===== src/rtl/bank_map_pkg.sv =====
package bank_map_pkg;
  localparam logic [7:0]  BANK_SEL_ADDR     = 8'hB1;
  localparam logic [7:0]  BANK_SEL_RESET    = 8'h11;
  localparam int          FETCH_LSB         = 0;
  localparam int          CONST_LSB         = 4;
  localparam logic [7:0]  BANK_SEL_MASK     = 8'h33;
  localparam logic [16:0] RESERVED_FIRST    = 17'h1_FC00;
  localparam logic [16:0] RESERVED_LAST     = 17'h1_FFFF;
  localparam logic [16:0] SCRATCH_BASE      = 17'h0_0000;
  localparam int          BANK_COUNT        = 4;
  localparam int          BANK_BYTES        = 32768;
  localparam int          FLASH_BYTES       = BANK_COUNT * BANK_BYTES;

  typedef enum logic [1:0] {
    ACC_FETCH = 2'b00,
    ACC_CONST = 2'b01,
    ACC_WRITE = 2'b10,
    ACC_DREAD = 2'b11
  } access_kind_t;
endpackage


===== src/rtl/bank_map_if.sv =====
`timescale 1ns/100ps
interface bank_map_if;
  logic [1:0]  bank;
  logic [15:0] addr;
  logic        scratch;
  logic [16:0] linear;
  logic        reserved;
  modport user (output bank, addr, scratch, input linear, reserved);
  modport calc (input bank, addr, scratch, output linear, reserved);
endinterface


===== src/rtl/bank_addr_calc.sv =====
`timescale 1ns/100ps
module bank_addr_calc
  import bank_map_pkg::*;
(
  bank_map_if.calc port
);
  // Lower half always uses bank 0; scratch accesses bypass the bank field.
  always_comb begin
    if (port.scratch) begin
      port.linear = SCRATCH_BASE | {7'h00, port.addr[9:0]};
    end else if (!port.addr[15]) begin
      port.linear = {2'b00, port.addr[14:0]};
    end else begin
      port.linear = {port.bank, port.addr[14:0]};
    end
    port.reserved = !port.scratch && port.linear >= RESERVED_FIRST && port.linear <= RESERVED_LAST;
  end
endmodule


===== src/rtl/code_bank_address_mapper.sv =====
`timescale 1ns/100ps
module code_bank_address_mapper
  import bank_map_pkg::*;
(
  input  wire logic         mclk_in,
  input  wire logic         reset_n_in,
  input  wire logic         sfr_wr_in,
  input  wire logic         sfr_rd_in,
  input  wire logic [7:0]   sfr_addr_in,
  input  wire logic [7:0]   sfr_wdata_in,
  input  wire logic         writer_in_bank0_in,
  input  wire logic         req_in,
  input  wire access_kind_t kind_in,
  input  wire logic [15:0]  addr_in,
  input  wire logic         scratch_in,
  input  wire logic         store_write_enable_in,
  output logic [7:0]        sfr_rdata_out,
  output logic              sfr_hit_out,
  output logic [16:0]       flash_addr_out,
  output logic              flash_rd_out,
  output logic              flash_wr_out,
  output logic              xdata_wr_out,
  output logic              reserved_err_out
);
  typedef struct packed {
    logic [1:0]  fetch_bank_field;
    logic [1:0]  constant_bank_field;
    logic [7:0]  rdata;
    logic        hit;
    logic [16:0] faddr;
    logic        frd;
    logic        fwr;
    logic        xwr;
    logic        rerr;
  } state_t;

  state_t st;
  state_t next_st;
  bank_map_if calc_bus ();
  logic sel;
  logic is_fetch;

  bank_addr_calc u_calc (
    .port (calc_bus.calc)
  );

  assign sel      = (sfr_addr_in == BANK_SEL_ADDR);
  assign is_fetch = (kind_in == ACC_FETCH);
  assign calc_bus.addr    = addr_in;
  assign calc_bus.scratch = scratch_in && !is_fetch;
  assign calc_bus.bank    = is_fetch ? st.fetch_bank_field : st.constant_bank_field;

  always_comb begin
    next_st = st;
    next_st.hit = sel && (sfr_rd_in || sfr_wr_in);
    next_st.rdata = 8'h00;
    if (sel && sfr_rd_in) begin
      next_st.rdata = {2'b00, st.constant_bank_field, 2'b00, st.fetch_bank_field};
    end
    if (sel && sfr_wr_in) begin
      next_st.constant_bank_field = sfr_wdata_in[CONST_LSB +: 2];
      if (writer_in_bank0_in) begin
        next_st.fetch_bank_field = sfr_wdata_in[FETCH_LSB +: 2];
      end
    end
    next_st.faddr = calc_bus.linear;
    next_st.rerr  = req_in && calc_bus.reserved;
    next_st.frd   = req_in && !calc_bus.reserved && kind_in != ACC_WRITE;
    next_st.fwr   = req_in && !calc_bus.reserved && kind_in == ACC_WRITE && store_write_enable_in;
    next_st.xwr   = req_in && kind_in == ACC_WRITE && !store_write_enable_in;
  end

  always_ff @(posedge mclk_in or negedge reset_n_in) begin
    if (!reset_n_in) begin
      st <= '{fetch_bank_field: BANK_SEL_RESET[1:0], constant_bank_field: BANK_SEL_RESET[5:4], default: '0};
    end else begin
      st <= next_st;
    end
  end

  assign sfr_rdata_out    = st.rdata;
  assign sfr_hit_out      = st.hit;
  assign flash_addr_out   = st.faddr;
  assign flash_rd_out     = st.frd;
  assign flash_wr_out     = st.fwr;
  assign xdata_wr_out     = st.xwr;
  assign reserved_err_out = st.rerr;

  a_low_half_bank0: assert property (
    @(posedge mclk_in) disable iff (!reset_n_in)
    req_in && !scratch_in && !addr_in[15]
    |=> flash_addr_out[16:15] == 2'b00
  ) else $error("Low half access left bank 0.");

  a_fetch_low_half: assert property (
    @(posedge mclk_in) disable iff (!reset_n_in)
    req_in && is_fetch && !addr_in[15]
    |=> flash_addr_out == {2'b00, $past(addr_in[14:0])}
  ) else $error("Low half fetch did not pass its offset.");

  a_bank_range: assert property (
    @(posedge mclk_in) disable iff (!reset_n_in)
    req_in && !calc_bus.scratch && addr_in[15]
    |=> flash_addr_out[14:0] == $past(addr_in[14:0])
  ) else $error("Upper half offset was altered.");

  a_fetch_bank_map: assert property (
    @(posedge mclk_in) disable iff (!reset_n_in)
    req_in && is_fetch && addr_in[15]
    |=> flash_addr_out[16:15] == $past(st.fetch_bank_field)
  ) else $error("Upper fetch used the wrong bank.");

  a_const_bank_map: assert property (
    @(posedge mclk_in) disable iff (!reset_n_in)
    req_in && kind_in == ACC_CONST && !scratch_in && addr_in[15]
    |=> flash_addr_out == {$past(st.constant_bank_field), $past(addr_in[14:0])}
  ) else $error("Upper constant read used the wrong bank.");

  a_const_write: assert property (
    @(posedge mclk_in) disable iff (!reset_n_in)
    sel && sfr_wr_in
    |=> st.constant_bank_field == $past(sfr_wdata_in[CONST_LSB +: 2])
  ) else $error("Constant bank write was lost.");

  a_scratch_no_bank: assert property (
    @(posedge mclk_in) disable iff (!reset_n_in)
    req_in && !is_fetch && scratch_in
    |=> flash_addr_out[16:10] == SCRATCH_BASE[16:10]
  ) else $error("Scratch access took a bank.");

  a_scratch_not_reserved: assert property (
    @(posedge mclk_in) disable iff (!reset_n_in)
    req_in && calc_bus.scratch
    |=> !reserved_err_out
  ) else $error("Scratch access was flagged reserved.");

  a_fetch_write_bank0: assert property (
    @(posedge mclk_in) disable iff (!reset_n_in)
    sel && sfr_wr_in && writer_in_bank0_in
    |=> st.fetch_bank_field == $past(sfr_wdata_in[FETCH_LSB +: 2])
  ) else $error("Fetch bank write from bank 0 was lost.");

  a_fetch_bank_hold: assert property (
    @(posedge mclk_in) disable iff (!reset_n_in)
    !writer_in_bank0_in
    |=> $stable(st.fetch_bank_field)
  ) else $error("Fetch bank changed from an upper bank.");

  a_reg_any_page: assert property (
    @(posedge mclk_in) disable iff (!reset_n_in)
    sfr_rd_in && sfr_addr_in == BANK_SEL_ADDR
    |=> sfr_hit_out
  ) else $error("Bank select read gave no hit.");

  a_other_addr_quiet: assert property (
    @(posedge mclk_in) disable iff (!reset_n_in)
    sfr_addr_in != BANK_SEL_ADDR
    |=> !sfr_hit_out && sfr_rdata_out == 8'h00
  ) else $error("Other register address gave an answer.");

  a_reserved_flag: assert property (
    @(posedge mclk_in) disable iff (!reset_n_in)
    req_in && !is_fetch && !scratch_in && addr_in[15]
    && addr_in[14:10] == RESERVED_FIRST[14:10] && st.constant_bank_field == RESERVED_FIRST[16:15]
    |=> reserved_err_out
  ) else $error("Reserved area was not flagged.");

  a_reserved_block: assert property (
    @(posedge mclk_in) disable iff (!reset_n_in)
    reserved_err_out
    |-> !flash_rd_out && !flash_wr_out
  ) else $error("Reserved area was accessed.");

  a_write_enable: assert property (
    @(posedge mclk_in) disable iff (!reset_n_in)
    req_in && kind_in == ACC_WRITE && !store_write_enable_in
    |=> !flash_wr_out && xdata_wr_out
  ) else $error("Disabled store write reached flash.");

  a_flash_write_gate: assert property (
    @(posedge mclk_in) disable iff (!reset_n_in)
    req_in && kind_in == ACC_WRITE && store_write_enable_in && !calc_bus.reserved
    |=> flash_wr_out && !xdata_wr_out
  ) else $error("Enabled store write missed flash.");

  a_write_strobe_src: assert property (
    @(posedge mclk_in) disable iff (!reset_n_in)
    flash_wr_out
    |-> $past(req_in) && $past(store_write_enable_in) && $past(kind_in) == ACC_WRITE
  ) else $error("Flash write without an enabled store write.");

  a_no_read_write: assert property (
    @(posedge mclk_in) disable iff (!reset_n_in)
    req_in && kind_in == ACC_WRITE
    |=> !flash_rd_out
  ) else $error("Store write raised a flash read.");

  a_idle_no_strobe: assert property (
    @(posedge mclk_in) disable iff (!reset_n_in)
    !req_in
    |=> !flash_rd_out && !flash_wr_out && !xdata_wr_out && !reserved_err_out
  ) else $error("Strobe without a request.");

  a_reserved_zero: assert property (
    @(posedge mclk_in) disable iff (!reset_n_in)
    ##1 (sfr_rdata_out & ~BANK_SEL_MASK) == 8'h00
  ) else $error("Reserved bits read as one.");

  a_read_value: assert property (
    @(posedge mclk_in) disable iff (!reset_n_in)
    sel && sfr_rd_in
    |=> sfr_rdata_out == {2'b00, $past(st.constant_bank_field), 2'b00, $past(st.fetch_bank_field)}
  ) else $error("Bank select read gave the wrong value.");
endmodule


===== config.mk =====
export PLATFORM = sky130hd
export DESIGN_NAME = code_bank_address_mapper
export DESIGN_NICKNAME = d
export VERILOG_FILES = /design/src/rtl/bank_map_pkg.sv /design/src/rtl/bank_map_if.sv /design/src/rtl/bank_addr_calc.sv /design/src/rtl/code_bank_address_mapper.sv
export SDC_FILE = /design/constraint.sdc
export NUM_CORES = 1
export LEC_CHECK = 0
export ABC_CLOCK_PERIOD_IN_PS = 3500
export BUFFER_PORTS_ARGS = -buffer_cell sky130_fd_sc_hd__buf_2
export CORE_MARGIN = 2
export CORE_UTILIZATION = 40
export DETAILED_ROUTE_END_ITERATION = 10
export PLACE_DENSITY = 0.76
export SETUP_SLACK_MARGIN = 0.4
export SLEW_MARGIN = 20
export SYNTH_ARGS = -nofsm -noshare
export SYNTH_HDL_FRONTEND = slang
export SYNTH_HIERARCHICAL = 1
export SYNTH_SLANG_ARGS = --single-unit

===== constraint.sdc =====
create_clock -name mclk_in -period 3.5 [get_ports mclk_in]
set_input_delay 0.35 -clock mclk_in [delete_from_list [all_inputs] [get_ports mclk_in]]
set_output_delay 0.35 -clock mclk_in [all_outputs]
set_load 0.02 [all_outputs]

==> results.yml, run 1 <==
final_layout:
  final_area_mm2: 0.001480
  syn2layout_area_growth_pct: 13.75
  nets: 178
  drive_gt1_frac: 0.5985
  n_antenna_cell: 0
  n_fill_cell: 296
  fin_util: 0.4809
floorplanning:
  die_y_um: 61.04
  num_rows: 20
  die_x_um: 61.04
  core-area_mm2: 0.003078
  initial_utilization: 0.4228
  io_pins: 72
  fp.dieArea_mm2: 0.003725
worst_setup_path:
  critPathCaptureType: "register"
  critPathLaunchType: "register"
  r2r-end: "flash_wr_out"
  path_max_fanout: 3
  r2r_setup_slack_ns: 2.11
  timing.rr.start: "st[30]"
  worstRegToRegCells: 4
  worstSetupPathType: "register to register"
  cp.arrival_ns: 1.60
  worstPathRequired_ns: 3.71
clock_network:
  cts_max_level: 2
  insertion_delay_ns: 0.32
  clk_pin_slew_ns: 0.09
  cts_hold_buf: 0
  cts_setup_buffers: 0
  cts_resized: 0
  cts_tree: "yes"
  cts_made_buffers: 5
  clock-root-buffer: "clkbuf_4"
  clockBufferDepth: 2
  cts.sinks: 30
outcome:
  outcome: "finished clean"
hold_path:
  hp-class: "input port to async pin"
synthesis:
  syn_area_mm2: 0.001301
  synthFlopType: "dfrtp_1"
  synth_common_cells: "buf_4 (35), dfrtp_1 (28), and2b_2 (4), and3_1 (4), mux2_2 (4)"
  ys_types: 20
  synth_seq_area_share: 0.5788
  synth_area_leaders: "dfrtp_1 (54%), buf_4 (20%), dfstp_2 (4.0%)"
  synth-edff-count: 0
  ys_seq_elements: 30
  synth_warnings: 6
  syn_avg_cell_area_um2: 13.28
  synth_top_cell_area_share: 0.5385
  synth.most_common_cell: "buf_4"
  ys_async_sr_fraction: 1.000
  yosysTopAreaCell: "dfrtp_1"
  synthCells: 98
sta:
  fin_worst_skew_ns: 0.006387
  period_needed_ns: 1.391
  min_period_over_period: 0.3974
  relSlewSlack: 0.5767
  worst_pin_slew_ns: 0.6349
  timing.fmax_ghz: 0.7190
  tns_ns: 0
  fin_ws_ns: 2.109
  setup_viol: 0
  finalHoldViolCount: 0
  rsz0062_at_grt: "no"
  hold_slack_ns: 0.04136
  slew_viol_final: 0
detailed_routing:
  wire_per_inst_um: 11.12
  drc: 0
  first_pass_iters: 2
  drt-total-wl_mm: 2.013
  vias: 760
  antenna_left: 0
  vias_per_cell: 4.199
  drt-initial-drc-count: 5
placed_design:
  postPlaceCellArea_mm2: 0.001420
  dpl.hpwl_mm: 1.659
  place_ws_ns: 1.804
  portBuffers: 63
  gp_congestion: 0.6853
global_routing:
  grt_max_degree: 31
  grt_pass1_wl_mm: 3.042
  antenna_found_initial: 0
  grt-ovfl-total: 0
  grt_usage: 0.1198
  grt_pass1_vias: 745
flow_run:
  cap_violations: 0
pwr:
  p_per_area_mw_per_mm2: 431.8
  vdd_drop_max_mv: 0.1749
  p_leak_nw: 0.8459
## layout make-up
class / count / area [um2] / share of cell area
Clock buffer: 7 / 55.05 / 0.03719
Clock inverter: 1 / 5.005 / 0.003381
Multi-Input combinational cell: 36 / 296.5 / 0.2003
Sequential cell: 30 / 753.2 / 0.5089
Tap cell: 44 / 55.05 / 0.03719
Timing Repair Buffer: 63 / 315.3 / 0.2130
## worst max-delay path: stages (launching register included)
cell,delay (ns)
dfstp_2,0.55
mux2_2,0.14
and3b_2,0.18
and4_1,0.22
and4b_1,0.20
## power by group
| group | total, mW | internal, mW | switching (mW) |
|---|---|---|---|
| Sequential | 0.363 | 0.360 | 0.00332 |
| Clock | 0.204 | 0.0972 | 0.107 |
| Combinational | 0.0717 | 0.0309 | 0.0408 |
| Total | 0.639 | 0.488 | 0.151 |
## per-stage QoR
| stage | cells | power, mW |
|---|---|---|
| floorplan | 101 | 0.4265 |
| global placement | 173 | 0.4411 |
| detailed placement | 173 | 0.4433 |
| CTS | 181 | 0.6517 |
| global route | 181 | 0.6711 |
| finish | 181 | 0.6391 |
## kinds of logic after synthesis
family,synth area share
multiplexers,0.05192
buffers and inverters,0.2019
flip-flops,0.5788
other,0.002882
AND/OR/NAND/NOR,0.1586
AO/OA/AOI/OAI,0.005771
## sequential cells by signal, summed over array words and instances, names as in the netlist
signal,cells
xdata_wr_out,1
st,4
reserved_err_out,1
sfr_rdata_out,4
flash_rd_out,1
flash_wr_out,1
flash_addr_out,17
sfr_hit_out,1
## cells in the final DEF, fill, tap and decap left out, types with 2 or more instances in the layout
cell	instances
mux2_2	4
and2_1	2
mux2_1	2
and2b_2	4
buf_2	63
dfstp_2	2
conb_1	4
and4b_1	2
clkbuf_4	5
and3b_1	2
dfrtp_1	28
and4_1	3
and3_1	4
nor2b_1	2
## routing by layer
layer / GRT usage / wire length, um / vias up
met5: 0 / 0 / -
met4: 0.09317 / 77 / 0
met3: 0.06092 / 187 / 8
met2: 0.2112 / 1081 / 37
met1: 0.09946 / 667 / 354
li1: - / - / 361
## worst max path at each step
| stage | startpoint | end | slack (ns) | cells after the start |
|---|---|---|---|---|
| final | st[30] | flash_wr_out | 2.11 | 4 |
| after global routing | st[33] | flash_rd_out | 2.03 | 4 |
| after CTS | st[30] | flash_wr_out | 2.10 | 4 |
| after detailed placement | kind_in[1] | flash_wr_out | 1.80 | 6 |
| after global placement | kind_in[1] | flash_wr_out | 1.80 | 6 |
| after floorplan | kind_in[1] | flash_wr_out | 2.00 | 5 |
(Power assumes the default switching activity.)
==> run 2: changes to the inputs <==
Settings changed: ABC_CLOCK_PERIOD_IN_PS 3500 to 1200, CORE_UTILIZATION 40 to 39, PLACE_DENSITY 0.76 to 0.78.
Clock period 3.5 ns to 1.2 ns, I/O delays scaled along.
==> run 2 against run 1 <==
Net effect:
- the flow now finishes with violations (hold timing, setup timing)
- critical endpoint unchanged
- setup slack lost 2.3 ns
- sequential power grew to 2.9 times the previous value
- routed wire length grew 33%
- critical path depth is the same
- register-to-register slack lost 2.3 ns
- utilization grew 12 points
- power grew to 3.1 times the previous value
- combinational power grew to 4.3 times the previous value
==> results.yml, run 2 (same netlist as run 1, synthesis figures left out) <==
outcome:
  outcome: "finished with violations"
  violations: "hold timing, setup timing"
worst_setup_path:
  crit_chain: "mux2_4, and3b_2, and4_4, and4b_1"
  worstRegToRegCells: 4
  timing.rr.start: "st[30]"
  worstPathRequired_ns: 1.40
  cp-startpoint: "st[30]"
  critPathLaunchType: "register"
  r2r_setup_slack_ns: -0.19
  cp.arrival_ns: 1.59
  r2r-end: "flash_wr_out"
  crit_slowest_cell: "dfstp_2"
  cp.buffers_inverters: 0
  path_max_fanout: 3
  slowest_delay_ns: 0.55
  worstSetupPathType: "register to register"
  critPathTopFamily: "simple AND/OR/NAND/NOR gates"
  critPathCaptureType: "register"
sta:
  setup_viol: 3
  min_period_over_period: 1.158
  slew_viol_final: 0
  hold_slack_ns: -0.1884
  finalHoldViolCount: 28
  period_needed_ns: 1.390
  worst_pin_slew_ns: 0.6283
  timing.fmax_ghz: 0.7196
  fin_ws_ns: -0.1897
  relSlewSlack: 0.5812
  rsz0062_at_grt: "yes"
  fin_worst_skew_ns: 0.008160
detailed_routing:
  drc: 0
  wire_per_inst_um: 13.38
  first_pass_iters: 3
  drt-total-wl_mm: 2.676
  drt-initial-drc-count: 5
  antenna_left: 0
  vias: 852
  vias_per_cell: 4.260
placed_design:
  postPlaceCellArea_mm2: 0.001456
  dpl.hpwl_mm: 1.767
  portBuffers: 63
  gp_congestion: 0.6863
floorplanning:
  initial_utilization: 0.4194
  num_rows: 20
  io_pins: 72
  fp.dieArea_mm2: 0.003814
  die_y_um: 61.76
  core-area_mm2: 0.003103
  die_x_um: 61.76
global_routing:
  grt_max_degree: 31
  antenna_found_initial: 0
  grt_pass1_wl_mm: 3.912
  grt-ovfl-total: 0
  grt_pass1_vias: 901
  grt_usage: 0.1474
final_layout:
  largest_reg_flops: 17
  layout_common_cells: "buf_2 (36), buf_6 (30), dfrtp_1 (28)"
  final_area_mm2: 0.001871
  n_antenna_cell: 0
  drive_gt1_frac: 0.6410
  n_fill_cell: 240
  final_common_cell: "buf_2"
  nets: 197
  syn2layout_area_growth_pct: 43.75
hold_path:
  hp-class: "input port to async pin"
pwr:
  vdd_drop_max_mv: 0.3788
  p_per_area_mw_per_mm2: 1058
  p_leak_nw: 0.9819
clock_network:
  clockBufferDepth: 2
  cts_tree: "yes"
  cts_hold_buf: 10
  cts_max_level: 2
  insertion_delay_ns: 0.32
  clk_pin_slew_ns: 0.09
  clock-root-buffer: "clkbuf_4"
  cts_made_buffers: 5
  cts.sinks: 30
flow_run:
  cap_violations: 0
==> run 2: changes by cell type in the layout (fill, tap and decap cells not counted), sizes merged <==
cell	delta
buf	+9
dlygate4sd3	+10
==> run 2: area by class of cell <==
cell class	instances	area [um2]	share of cell area
sequential	30	753.2	0.4027
timing repair buffer	82	663.1	0.3545
multi-input combinational	36	339.1	0.1813
clock buffer	7	55.05	0.02943
tap	44	55.05	0.02943
clock inverter	1	5.005	0.002676
==> run 2: power breakdown <==
part	leakage, nW	switching, mW	internal [mW]	total (mW)
logic	0.567	0.137	0.172	0.309
clock network	0.0353	0.317	0.284	0.600
registers	0.379	0.0195	1.05	1.07
total	0.982	0.474	1.51	1.98
==> run 2: routing by layer <==
| layer | vias up | share of wire | global-route usage |
|---|---|---|---|
| met2 | 42 | 0.55 | 0.2767 |
| met3 | 2 | 0.068 | 0.04555 |
| met1 | 411 | 0.37 | 0.1408 |
| met5 | - | 0 | 0 |
| li1 | 397 | - | - |
| met4 | 0 | 0.010 | 0.08207 |
==> run 2: per-stage QoR <==
step           power, mW  setup WS [ns]  instances    util  setup TNS (ns)
6_report           1.979        -0.1897        200  0.6028         -0.3995
2_1_floorplan      1.245       -0.08046        101       -        -0.09795
3_5_place_dp       1.306        -0.2710        177  0.4694         -0.7603
5_1_grt            2.081        -0.2239        200  0.6028         -0.5285
3_3_place_gp       1.296        -0.1650        177  0.4694         -0.4209
4_1_cts            1.990        -0.1693        198  0.5923         -0.2935
==> run 2: worst max-delay path by stage <==
stage	endpoint	depth (start not counted)
4_1_cts	flash_wr_out	4
3_5_place_dp	flash_wr_out	6
2_1_floorplan	flash_wr_out	4
5_1_grt	flash_wr_out	4
3_3_place_gp	flash_wr_out	6
6_report	flash_wr_out	4
==> run 2: timing repair <==
item	4_1_cts	5_1_grt
setup buffers	3	2
resized for setup	61	4
endpoints found under the hold margin	38	28
pin swaps	0	2
setup endpoints to repair	34	38
==> run 2: worst register-to-register path, stage by stage, from the launching register on <==
cell and delay (ns):
dfstp_2 0.55, mux2_4 0.14, and3b_2 0.18, and4_4 0.22, and4b_1 0.19
